<file path="src/verilog/pmr_regs.vh">
// Overview of operation
// - Bus voltage in bits 23..4, non-negative
// - Low four bits of voltage and current results read zero
// - Die temperature, 16-bit two's complement value
// - Current in bits 23..4, two's complement
// - Power unsigned 24 bits, bits 23..0
// - Energy unsigned 40 bits, bits 39..0
// - Charge two's complement 40 bits
// - Transparent mode: alert follows the fault
// - Latched mode: alert holds until diagnostic read
// - Ready routing bit puts ready flag on alert
// - Compare select chooses averaged or raw value
// - Polarity bit: active-low or active-high pin
// - Energy overflow set, cleared reading energy
// - Charge overflow set, cleared reading charge
// - Arithmetic overflow cleared by trigger or clear
// - Diagnostic bit 8 always reads zero
// - Temperature over-limit flag on threshold exceed
// - Shunt over-limit flag on threshold exceed
// - Latched mode: diagnostic read clears limit flags
// - Ready flag set on completion, cleared per mode
// - Trim checksum flag resets one, checksum error clears
// - Results update only when averaging completes
`ifndef PMR_REGS_VH
`define PMR_REGS_VH

`define PMR_ADDR_W            4
`define PMR_ADDR_BUS_VOLTAGE  4'h5
`define PMR_ADDR_DIE_TEMP     4'h6
`define PMR_ADDR_CURRENT      4'h7
`define PMR_ADDR_POWER        4'h8
`define PMR_ADDR_ENERGY       4'h9
`define PMR_ADDR_CHARGE       4'hA
`define PMR_ADDR_DIAG_ALERT   4'hB

`define PMR_BIT_ALERT_LATCH   15
`define PMR_BIT_READY_TO_PIN  14
`define PMR_BIT_AVG_COMPARE   13
`define PMR_BIT_ALERT_POL     12
`define PMR_BIT_ENERGY_OF     11
`define PMR_BIT_CHARGE_OF     10
`define PMR_BIT_MATH_OF       9
`define PMR_BIT_RESERVED8     8
`define PMR_BIT_TEMP_OL       7
`define PMR_BIT_SHUNT_OL      6
`define PMR_BIT_CONV_DONE     1
`define PMR_BIT_TRIM_OK       0

`define PMR_RESULT_LSB        4
`define PMR_DIAG_RST          16'h0001
`define PMR_RESULT_RST        40'h00_0000_0000
`define PMR_CTRL_RST          4'h0

`endif

</file>
<file path="src/verilog/pmr_flag.v">
`default_nettype none

module pmr_flag #(
    parameter [0:0] RST_VAL = 1'b0
) (
    input  wire clk_in,
    input  wire sys_rst_in,
    input  wire set_in,
    input  wire clr_in,
    output wire flag_out
);

    reg flag_r;

    // Set wins so an event on the clearing edge is kept
    always @(posedge clk_in) begin
        if (sys_rst_in) begin
            flag_r <= RST_VAL;
        end else if (set_in) begin
            flag_r <= 1'b1;
        end else if (clr_in) begin
            flag_r <= 1'b0;
        end
    end

    assign flag_out = flag_r;

endmodule // pmr_flag

`default_nettype wire

</file>
<file path="src/verilog/pmr_result_regs.v">
`include "pmr_regs.vh"
`default_nettype none

module pmr_result_regs #(
    parameter VOLT_W   = 20,
    parameter TEMP_W   = 16,
    parameter CURR_W   = 20,
    parameter POWER_W  = 24,
    parameter ACC_W    = 40,
    parameter LIMIT_W  = 16
) (
    input  wire                   clk_in,
    input  wire                   sys_rst_in,
    // Register port from the serial engine
    input  wire [`PMR_ADDR_W-1:0] reg_addr_in,
    input  wire                   reg_rd_in,
    input  wire                   reg_wr_in,
    input  wire [15:0]            reg_wdata_in,
    output wire [ACC_W-1:0]       reg_rdata_out,
    output wire                   reg_rvalid_out,
    // Conversion engine events
    input  wire                   conv_start_in,
    input  wire                   sample_valid_in,
    input  wire                   avg_done_in,
    input  wire                   accumulator_clear_in,
    input  wire                   checksum_err_in,
    input  wire                   energy_ovf_in,
    input  wire                   charge_ovf_in,
    input  wire                   math_ovf_in,
    // Raw and averaged limit inputs
    input  wire [LIMIT_W-1:0]     shunt_sample_in,
    input  wire [LIMIT_W-1:0]     shunt_avg_in,
    input  wire [TEMP_W-1:0]      temp_sample_in,
    input  wire [LIMIT_W-1:0]     shunt_limit_in,
    input  wire [TEMP_W-1:0]      temp_limit_in,
    // Averaged results
    input  wire [VOLT_W-1:0]      bus_voltage_value_in,
    input  wire [TEMP_W-1:0]      die_temp_value_in,
    input  wire [CURR_W-1:0]      current_value_in,
    input  wire [POWER_W-1:0]     power_value_in,
    input  wire [ACC_W-1:0]       energy_value_in,
    input  wire [ACC_W-1:0]       charge_value_in,
    // Open-drain alert pin
    output wire                   alert_pin_out,
    output wire                   alert_oe_out
);

    // Signed greater-than, shared by both limit comparators
    function over_limit;
        input [LIMIT_W-1:0] value;
        input [LIMIT_W-1:0] limit;
        begin
            over_limit = ($signed(value) > $signed(limit));
        end
    endfunction

    function addr_hit;
        input [`PMR_ADDR_W-1:0] addr;
        input [`PMR_ADDR_W-1:0] target;
        input                   strobe;
        begin
            addr_hit = strobe && (addr == target);
        end
    endfunction

    // Zero reset cut to each result width
    localparam [ACC_W-1:0] RESULT_RST = `PMR_RESULT_RST;

    reg  [VOLT_W-1:0]   bus_voltage_result_r;
    reg  [TEMP_W-1:0]   die_temperature_result_r;
    reg  [CURR_W-1:0]   current_result_r;
    reg  [POWER_W-1:0]  power_result_r;
    reg  [ACC_W-1:0]    energy_accumulator_r;
    reg  [ACC_W-1:0]    charge_accumulator_r;

    reg                 alert_latch_select_r;
    reg                 ready_to_pin_enable_r;
    reg                 averaged_compare_select_r;
    reg                 alert_pin_polarity_r;

    reg  [ACC_W-1:0]    rdata_r;
    reg  [ACC_W-1:0]    rdata_nxt;
    reg                 rvalid_r;
    reg                 alert_oe_r;

    wire                rd_diag;
    wire                rd_energy;
    wire                rd_charge;
    wire                wr_diag;
    wire                cmp_evt;
    wire [LIMIT_W-1:0]  shunt_cmp_value;
    wire [TEMP_W-1:0]   temp_cmp_value;
    wire                shunt_over;
    wire                temp_over;
    wire                limit_set_clr_shunt;
    wire                limit_set_clr_temp;
    wire                energy_overflow_flag;
    wire                charge_overflow_flag;
    wire                arithmetic_overflow_flag;
    wire                temp_over_limit_flag;
    wire                shunt_over_limit_flag;
    wire                conversion_done_flag;
    wire                trim_checksum_ok;
    wire                alert_active;
    wire [15:0]         diagnostic_alert_reg;

    assign rd_diag   = addr_hit(reg_addr_in, `PMR_ADDR_DIAG_ALERT, reg_rd_in);
    assign rd_energy = addr_hit(reg_addr_in, `PMR_ADDR_ENERGY, reg_rd_in);
    assign rd_charge = addr_hit(reg_addr_in, `PMR_ADDR_CHARGE, reg_rd_in);
    assign wr_diag   = addr_hit(reg_addr_in, `PMR_ADDR_DIAG_ALERT, reg_wr_in);

    // Results move only when the averaging sequence is over
    always @(posedge clk_in) begin
        if (sys_rst_in) begin
            bus_voltage_result_r     <= RESULT_RST[VOLT_W-1:0];
            die_temperature_result_r <= RESULT_RST[TEMP_W-1:0];
            current_result_r         <= RESULT_RST[CURR_W-1:0];
            power_result_r           <= RESULT_RST[POWER_W-1:0];
            energy_accumulator_r     <= RESULT_RST;
            charge_accumulator_r     <= RESULT_RST;
        end else if (avg_done_in) begin
            bus_voltage_result_r     <= bus_voltage_value_in;
            die_temperature_result_r <= die_temp_value_in;
            current_result_r         <= current_value_in;
            power_result_r           <= power_value_in;
            energy_accumulator_r     <= energy_value_in;
            charge_accumulator_r     <= charge_value_in;
        end
    end

    // Alert control bits, the only writable part of the register
    always @(posedge clk_in) begin
        if (sys_rst_in) begin
            alert_latch_select_r      <= 1'b0;
            ready_to_pin_enable_r     <= 1'b0;
            averaged_compare_select_r <= 1'b0;
            alert_pin_polarity_r      <= 1'b0;
        end else if (wr_diag) begin
            alert_latch_select_r      <= reg_wdata_in[`PMR_BIT_ALERT_LATCH];
            ready_to_pin_enable_r     <= reg_wdata_in[`PMR_BIT_READY_TO_PIN];
            averaged_compare_select_r <= reg_wdata_in[`PMR_BIT_AVG_COMPARE];
            alert_pin_polarity_r      <= reg_wdata_in[`PMR_BIT_ALERT_POL];
        end
    end

    // Raw compares react faster, averaged ones ride out noise
    assign cmp_evt         = averaged_compare_select_r ? avg_done_in : sample_valid_in;
    assign shunt_cmp_value = averaged_compare_select_r ? shunt_avg_in : shunt_sample_in;
    assign temp_cmp_value  = averaged_compare_select_r ? die_temp_value_in
                                                       : temp_sample_in;

    assign shunt_over = cmp_evt && over_limit(shunt_cmp_value, shunt_limit_in);
    assign temp_over  = cmp_evt && over_limit(temp_cmp_value, temp_limit_in);

    // Transparent mode follows each compare; latched waits for a read
    assign limit_set_clr_shunt = alert_latch_select_r ? rd_diag
                                                      : (cmp_evt && !shunt_over);
    assign limit_set_clr_temp  = alert_latch_select_r ? rd_diag
                                                      : (cmp_evt && !temp_over);

    pmr_flag #(
        .RST_VAL    (1'b0)
    ) u_shunt_ol (
        .clk_in     (clk_in),
        .sys_rst_in (sys_rst_in),
        .set_in     (shunt_over),
        .clr_in     (limit_set_clr_shunt),
        .flag_out   (shunt_over_limit_flag)
    );

    pmr_flag #(
        .RST_VAL    (1'b0)
    ) u_temp_ol (
        .clk_in     (clk_in),
        .sys_rst_in (sys_rst_in),
        .set_in     (temp_over),
        .clr_in     (limit_set_clr_temp),
        .flag_out   (temp_over_limit_flag)
    );

    // Ready flag also falls at a new trigger in either mode
    pmr_flag #(
        .RST_VAL    (1'b0)
    ) u_conv_done (
        .clk_in     (clk_in),
        .sys_rst_in (sys_rst_in),
        .set_in     (avg_done_in),
        .clr_in     (conv_start_in || (alert_latch_select_r && rd_diag)),
        .flag_out   (conversion_done_flag)
    );

    pmr_flag #(
        .RST_VAL    (1'b0)
    ) u_energy_of (
        .clk_in     (clk_in),
        .sys_rst_in (sys_rst_in),
        .set_in     (energy_ovf_in),
        .clr_in     (rd_energy),
        .flag_out   (energy_overflow_flag)
    );

    pmr_flag #(
        .RST_VAL    (1'b0)
    ) u_charge_of (
        .clk_in     (clk_in),
        .sys_rst_in (sys_rst_in),
        .set_in     (charge_ovf_in),
        .clr_in     (rd_charge),
        .flag_out   (charge_overflow_flag)
    );

    // Reading does not clear this one; only a trigger or clear does
    pmr_flag #(
        .RST_VAL    (1'b0)
    ) u_math_of (
        .clk_in     (clk_in),
        .sys_rst_in (sys_rst_in),
        .set_in     (math_ovf_in),
        .clr_in     (conv_start_in || accumulator_clear_in),
        .flag_out   (arithmetic_overflow_flag)
    );

    // Sticky low until the next reset
    pmr_flag #(
        .RST_VAL    (1'b1)
    ) u_trim_ok (
        .clk_in     (clk_in),
        .sys_rst_in (sys_rst_in),
        .set_in     (1'b0),
        .clr_in     (checksum_err_in),
        .flag_out   (trim_checksum_ok)
    );

    assign diagnostic_alert_reg = {
        alert_latch_select_r,
        ready_to_pin_enable_r,
        averaged_compare_select_r,
        alert_pin_polarity_r,
        energy_overflow_flag,
        charge_overflow_flag,
        arithmetic_overflow_flag,
        1'b0,
        temp_over_limit_flag,
        shunt_over_limit_flag,
        4'h0,
        conversion_done_flag,
        trim_checksum_ok
    };

    // Read mux; value is taken before any read-clear lands
    always @* begin
        rdata_nxt = {ACC_W{1'b0}};
        case (reg_addr_in)
            `PMR_ADDR_BUS_VOLTAGE: begin
                rdata_nxt = {{(ACC_W-VOLT_W-`PMR_RESULT_LSB){1'b0}},
                             bus_voltage_result_r, 4'h0};
            end
            `PMR_ADDR_DIE_TEMP: begin
                rdata_nxt = {{(ACC_W-TEMP_W){1'b0}}, die_temperature_result_r};
            end
            `PMR_ADDR_CURRENT: begin
                rdata_nxt = {{(ACC_W-CURR_W-`PMR_RESULT_LSB){1'b0}},
                             current_result_r, 4'h0};
            end
            `PMR_ADDR_POWER: begin
                rdata_nxt = {{(ACC_W-POWER_W){1'b0}}, power_result_r};
            end
            `PMR_ADDR_ENERGY: begin
                rdata_nxt = energy_accumulator_r;
            end
            `PMR_ADDR_CHARGE: begin
                rdata_nxt = charge_accumulator_r;
            end
            `PMR_ADDR_DIAG_ALERT: begin
                rdata_nxt = {{(ACC_W-16){1'b0}}, diagnostic_alert_reg};
            end
            default: begin
                rdata_nxt = {ACC_W{1'b0}};
            end
        endcase
    end

    always @(posedge clk_in) begin
        if (sys_rst_in) begin
            rdata_r  <= RESULT_RST;
            rvalid_r <= 1'b0;
        end else begin
            rvalid_r <= reg_rd_in;
            if (reg_rd_in) begin
                rdata_r <= rdata_nxt;
            end
        end
    end

    // Any limit flag, or ready when routed to the pin
    assign alert_active = temp_over_limit_flag || shunt_over_limit_flag ||
                          (ready_to_pin_enable_r && conversion_done_flag);

    // Open drain: the high level comes from the pull-up
    always @(posedge clk_in) begin
        if (sys_rst_in) begin
            alert_oe_r <= 1'b0;
        end else begin
            alert_oe_r <= alert_pin_polarity_r ? !alert_active : alert_active;
        end
    end

    assign alert_pin_out  = 1'b0;
    assign alert_oe_out   = alert_oe_r;
    assign reg_rdata_out  = rdata_r;
    assign reg_rvalid_out = rvalid_r;

endmodule // pmr_result_regs

`default_nettype wire

</file>
<file path="config.mk">
export PLATFORM = sky130hd
export DESIGN_NAME = pmr_result_regs
export DESIGN_NICKNAME = d
export VERILOG_FILES = /design/src/verilog/pmr_flag.v /design/src/verilog/pmr_result_regs.v
export VERILOG_INCLUDE_DIRS = /design/src /design/src/verilog
export SDC_FILE = /design/constraint.sdc
export NUM_CORES = 1
export LEC_CHECK = 0
export BUFFER_PORTS_ARGS = -buffer_cell sky130_fd_sc_hd__buf_2
export CELL_PAD_IN_SITES_DETAIL_PLACEMENT = 0
export CELL_PAD_IN_SITES_GLOBAL_PLACEMENT = 1
export CORE_MARGIN = 2
export CORE_UTILIZATION = 42
export CTS_BUF_LIST = sky130_fd_sc_hd__clkbuf_8
export DETAILED_ROUTE_END_ITERATION = 10
export PLACE_DENSITY = 0.88
export SKIP_LAST_GASP = 1
export SLEW_MARGIN = 20
export SYNTH_ARGS = -nofsm -noshare
export SYNTH_HDL_FRONTEND = slang
export SYNTH_SLANG_ARGS = --single-unit
</file>
<file path="constraint.sdc">
create_clock -name clk_in -period 7.31 [get_ports clk_in]
set_input_delay 0.731 -clock clk_in [delete_from_list [all_inputs] [get_ports clk_in]]
set_output_delay 0.731 -clock clk_in [all_outputs]
set_load 0.005 [all_outputs]
</file>
== Yosys cells after proc, flatten, opt, wreduce, memory -nomap -nowiden ==
Cells that the tools add are included.

* Output and inout port bits: 43
* Flip-flop bits (word level): 213

* Reduce and logical (&&, ||, !) cells: 23
* $lt $le $gt $ge: 2
* Multiplexer cells: 19
* Equal/unequal tests: 7

{| class="wikitable"
|+ Operators by type and width
! kind !! number
|-
| $pmux 40 s7 || 1
|-
| $gt 16x16->1 || 2
|-
| $mux 16 || 2
|-
| $eq 4x4->1 const B || 4
|-
| $mux 1 || 16
|-
| $eq 4x3->1 const B || 3
|-
| $reduce_bool 2->1 || 6
|-
| $logic_and 1x1->1 || 10
|-
| $logic_or 1x1->1 || 4
|-
| $logic_not 1->1 || 3
|}

== Longest topological paths before layout ==
* Depth after elaboration: 8
* Gate-level depth with buffers: 9

== Modules after synthesis ==
From an unflattened synthesis, not the netlist that was laid out.

* Cell total of the unflattened synthesis: 1010
* Area, all modules: 9560.4 um2

{| class="wikitable"
|+ By module, submodules not included
! module !! instances !! cells an instance !! area each (um2) !! sequential area each (um2)
|-
| pmr_result_regs || 1 || 982 || 9295.2 || 4124.0
|-
| pmr_flag (u_charge_of ...) || 6 || 4 || 38.8 || 20.0
|-
| pmr_flag (u_trim_ok) || 1 || 4 || 32.5 || 20.0
|}

== Worst setup path after synthesis ==
Ideal clock, no wire load.

* Path type: register to register
* Start point: reg averaged_compare_select_r
* End point: reg u_shunt_ol.flag_r, in the netlist u_shunt_ol.flag_out
* Required time: 7226 ps
* Slack: 4510 ps
* Setup time: 84 ps
* Stages on the path, launching flop included: 10
* Arrival time: 2715 ps
* Cells stage by stage: dfxtp_1 -> clkbuf_1 -> buf_1 -> mux2_2 -> ha_1 -> nand4_1 -> or4_1 -> a21o_1 -> and3_1 -> o31ai_2

* Longest elaborated chain between the ends: 7
* Elaborated cells between the ends (all ways): 9
* Those cells by class: order compare: 1; mux: 4; reduce/logical: 4

{| class="wikitable"
|+ RTL lines
! element !! RTL line !! text
|-
| start, declared || pmr_result_regs.v:78 || <nowiki>reg averaged_compare_select_r;</nowiki>
|-
| start signal, assigned || pmr_result_regs.v:141 || <nowiki>averaged_compare_select_r <= reg_wdata_in[`PMR_BIT_AVG_COMPARE];</nowiki>
|-
| $mux 16 || pmr_result_regs.v:148 || <nowiki>assign shunt_cmp_value = averaged_compare_select_r ? shunt_avg_in : shunt_sample_in;</nowiki>
|-
| $gt 16x16->1 || pmr_result_regs.v:53 || <nowiki>over_limit = ($signed(value) > $signed(limit));</nowiki>
|-
| $logic_and 1x1->1 || pmr_result_regs.v:152 || <nowiki>assign shunt_over = cmp_evt && over_limit(shunt_cmp_value, shunt_limit_in);</nowiki>
|-
| $logic_not 1->1 || pmr_result_regs.v:157 || <nowiki>: (cmp_evt && !shunt_over);</nowiki>
|-
| $logic_and 1x1->1 || pmr_result_regs.v:157 ||
|-
| $mux 1 || pmr_result_regs.v:156 || <nowiki>assign limit_set_clr_shunt = alert_latch_select_r ? rd_diag</nowiki>
|-
| $reduce_bool 2->1 (no line) || n/a ||
|-
| end signal, assigned || pmr_flag.v:18 || <nowiki>flag_r <= RST_VAL;</nowiki>
|-
| end signal, assigned || pmr_flag.v:20 || <nowiki>flag_r <= 1'b1;</nowiki>
|-
| end signal, assigned || pmr_flag.v:22 || <nowiki>flag_r <= 1'b0;</nowiki>
|-
| end, declared || pmr_flag.v:13 || <nowiki>reg flag_r;</nowiki>
|}

Parallel ways exist; a longest one is shown, timed or not.
A chain may end at the register's enable or synchronous reset.

== Worst setup path in the final report ==
Same ends and word-level chain as after synthesis.

==> impl.org <==
** Status
- Outcome :: completed

** Global routing
- Global routing finished with a remaining overflow of 0.
- Entering global routing, the biggest net connects 122 pins.
- Total global-route track usage :: around 23%
- The initial antenna violation count is 9.
- Vias in the first global route :: 8200
- Global-route wire length before repair :: between 40000 and 50000 µm

** CTS
- Post-CTS setup buffer count :: 0
- Hold buffers post-CTS :: 0
- Root Buffer Master :: clkbuf_8
- Number of buffers between clock root and the deepest sink :: 3
- Clock latency on the worst-skew pair, taken at its later pin, is approximately 530 ps.
- Clock tree synthesis inserted a total of 38 buffers.
- Once the clock tree was built, the resizer swapped 0 gates to a different size.
- TritonCTS clock tree :: built
- CTS built an H-tree with a depth of 2.
- Counting every sink on the clock net gives between 200 and 250.
- After clock tree synthesis, the clock-pin slew on the worst setup and hold paths is 60 ps.

** STA
- Period utilization :: roughly two fifths
- Slew margin rel. :: 30.83%
- Min Hold Slack :: between 300 and 400 ps
- Subtracting the final worst setup slack from the clock period gives approximately 2900 ps.
- The number of failing hold endpoints at the final stage came to 0.
- The clock arrives with around 32 ps of skew.
- At the pin with the least slew margin, the transition time is between 1000 and 1500 ps.
- Setup total negative slack on the finished layout was measured at 0 ps.
- Unrepaired setup endpoints after global routing :: false
- Number of max-slew violations in the final report :: 0
- Setup-failing EPs final :: 0
- For this run, the top clock speed supported by timing is ~340 MHz.

** Detailed routing
- For this run, design rule violations remaining after detail routing come to 0.
- For this block, the via count after detailed routing is roughly 8400.
- Dividing the detail-routed via count by the number of cells gives between 5 and 6.
- Wires add up to roughly 30000 µm.
- Antenna violation net count after detailed routing :: 0
- In this run, the number of DRC markers left after iteration 0 of detailed routing was roughly 530.
- Before antenna repair, the detailed router went through 5 iterations.
- Wire length per cell :: roughly 18 µm

** Floorplan
- For this design the top-level I/O count stands at around 320.
- Area inside the core boundary :: roughly 23000 µm²
- Die Span Y :: between 150 and 200 µm
- The die covers about 25000 µm².
- Effective utilization at floorplan :: 43.00%
- From left edge to right edge, the die measures about 160 µm.
- Number of cell rows :: 55

** Synthesis
- The commonest cells after synthesis are 213 x dfxtp_1, 200 x nor2_1, 169 x mux2i_1.
- In this run the biggest area consumer among cell types represents a little over two fifths of the synthesized area.
- In the post-synthesis netlist, the biggest area contributors are dfxtp_1 44%, mux2i_1 17%, nor2_1 7.7%.
- Dividing the synthesized area by the synthesized cell count gives 9.650 µm².
- The number of different library cells used by synthesis comes to 54.
- Yosys top cell by area :: dfxtp_1
- Counting every net in the synthesized netlist gives 1319.
- Synthesized flop and latch total :: ~210
- The synthesized design contains 0 enable-type register cells.
- Main flop type after synthesis :: dfxtp_1
- The cell area that synthesis handed to floorplanning was slightly below 10000 µm².
- Synthesis produced a netlist whose cell count is 1015.
- Number of warning messages in the yosys log :: 0
- Async set-or-reset flop fraction in the synthesized netlist :: 0%
- The most common cell in the synthesized netlist is dfxtp_1.
- The share of the Yosys chip area taken by registers is a little over two fifths.

** Finish
- Share of layout cells above drive strength 1 :: between 30% and 40%
- Signed area change from the synthesized netlist to the final layout :: 24.49%
- Net count, final :: approximately 1600
- Final non-filler cell total :: 1635
- Fillcell total :: approximately 2100
- Sequential cell area :: 4265 µm²
- The multi-input combinational cells in the finished layout cover a total of 5059 µm².

** Worst hold path
- Worst hold start :: math_ovf_in
- Counting instances, the worst hold path has a depth of 3.
- In this run the worst hold path is classified as input port to register.
- For hold timing, the worst endpoint is u_math_of.flag_out.

** Setup path
- The setup path with the least slack is of type register to register.
- In this run the critical register-to-register path is launched from averaged_compare_select_r.
- Register-to-register setup slack :: ~4400 ps
- Category of the worst setup path capture point :: register
- Data arrival time of the critical path :: ~3300 ps
- Crit Path Max Fanout :: 35
- The worst register-to-register path has a depth of 7.
- R2r endpoint :: u_shunt_ol.flag_out
- Worst EP required :: roughly 7700 ps
- Crit path launch type :: register

** Placed design
- GPL Wtd Cong :: 0.7918
- Placed wire-length estimate after detailed placement :: roughly 21000 µm
- Total instance count after detailed placement :: ~1600
- Port Buffer Count :: 301

** Power and ir drop
- Sequential cells burn 47.3% of the power.
- Power Dens Cells :: ~220 nW/µm²
- Part of the power in the clock network :: between 40% and 50%
- In this run, the combinational gates consume about an eighth of the power.
- The internal portion of the total power is roughly 2000 µW.
- Worst VDD drop :: between 100 and 150 µV
- The design draws around 2700 µW.
- Summed over all nets, the switching power comes to between 600 and 700 µW.
- Switching share of total power :: between 20% and 30%
- Leak :: roughly 0.006 µW

** Job
- The tool flagged a number of max-cap violations equal to 0.
registers in the layout, indices dropped and copies added, names as in the netlist, 16 cells and up:
name and cells:
charge_accumulator_r 40, energy_accumulator_r 40, reg_rdata_out 40, power_result_r 24, bus_voltage_result_r 20, current_result_r 20
die_temperature_result_r 16
final cells by class:
cell class / instances / share of cell area, %
antenna: 4 / 0.08209
clock buffer: 48 / 5.418
clock inverter: 21 / 0.7902
inverter: 34 / 1.047
multi-input combinational: 693 / 41.49
sequential: 213 / 34.98
tap: 313 / 3.212
timing repair buffer: 309 / 12.98
stage by stage:
stage	utilization (%)	setup slack, ps	cell area [µm²]
after global routing	53.52	4208	12190
after detailed placement	50.16	4329	11430
after CTS	53.49	4329	12180
final	53.53	4371	12190
after floorplan	-	4510	9794
after global placement	50.16	4377	11430
placed cells by master (no fill, tap or decap), types with 3 or more instances in the layout:
master,n
dfxtp_1,212
mux4_2,3
buf_4,8
and3_1,3
a221o_1,3
a22o_1,22
mux2_2,34
nand2_1,32
nand4_1,7
a31oi_1,3
mux2i_1,169
nor2b_1,9
ha_1,32
o31ai_1,3
a21o_1,13
clkbuf_8,48
nand2b_1,7
a32oi_1,3
nor2_1,200
o21ai_0,12
a21oi_1,34
a31o_1,3
a222oi_1,11
o211ai_1,3
nand3_1,4
inv_1,50
o2bb2ai_1,3
diode_2,4
a22oi_1,46
buf_2,299
power groups by stage:
stage	clock [µW]	combinational, µW	sequential [µW]
final	1080	318	1250
after global routing	1160	354	1260
after CTS	1110	320	1250
after detailed placement	0	319	1280
after global placement	0	314	1280
after floorplan	0	201	1270
critical path: stages, from the launching register on:
cell and delay [ps]:
dfxtp_2 870, mux2_2 420, ha_1 320, nand4_1 140, or4_1 580, a21o_1 190
a31oi_1 200, o31ai_2 90
per-layer routing:
layer,up-vias,GRT usage [%],share of wire [%]
met4,6,7.383,2.3
met1,3854,28.22,42
met2,336,38.99,47
met3,51,6.397,8.5
li1,4158,-,-
met5,-,0,0.12
kinds of logic (layout without fill, tap and decap cells):
kind of cell | Yosys count | count (layout) | share of synthesized area [%]
adders and majority gates | 32 | 32 | 4.088
muxes | 206 | 206 | 21.87
AOI/OAI and AO/OA | 175 | 175 | 13.16
other | 1 | 5 | 0.03829
DFF | 213 | 213 | 43.54
xor gates and xnor gates | 1 | 1 | 0.08944
buffers and inverters | 109 | 412 | 5.046
and+or+nand+nor | 278 | 278 | 12.17
worst max path at each step:
| stage | start | endpoint | slack [ps] |
|---|---|---|---|
| after floorplan | averaged_compare_select_r | u_shunt_ol.flag_out | 4510 |
| after global placement | reg_addr_in[0] | reg_rdata_out[5] | 4380 |
| after detailed placement | averaged_compare_select_r | u_shunt_ol.flag_out | 4330 |
| after CTS | averaged_compare_select_r | u_shunt_ol.flag_out | 4330 |
| after global routing | averaged_compare_select_r | u_shunt_ol.flag_out | 4210 |
| final | averaged_compare_select_r | u_shunt_ol.flag_out | 4370 |
No activity file was read; power rests on OpenSTA's default activity.
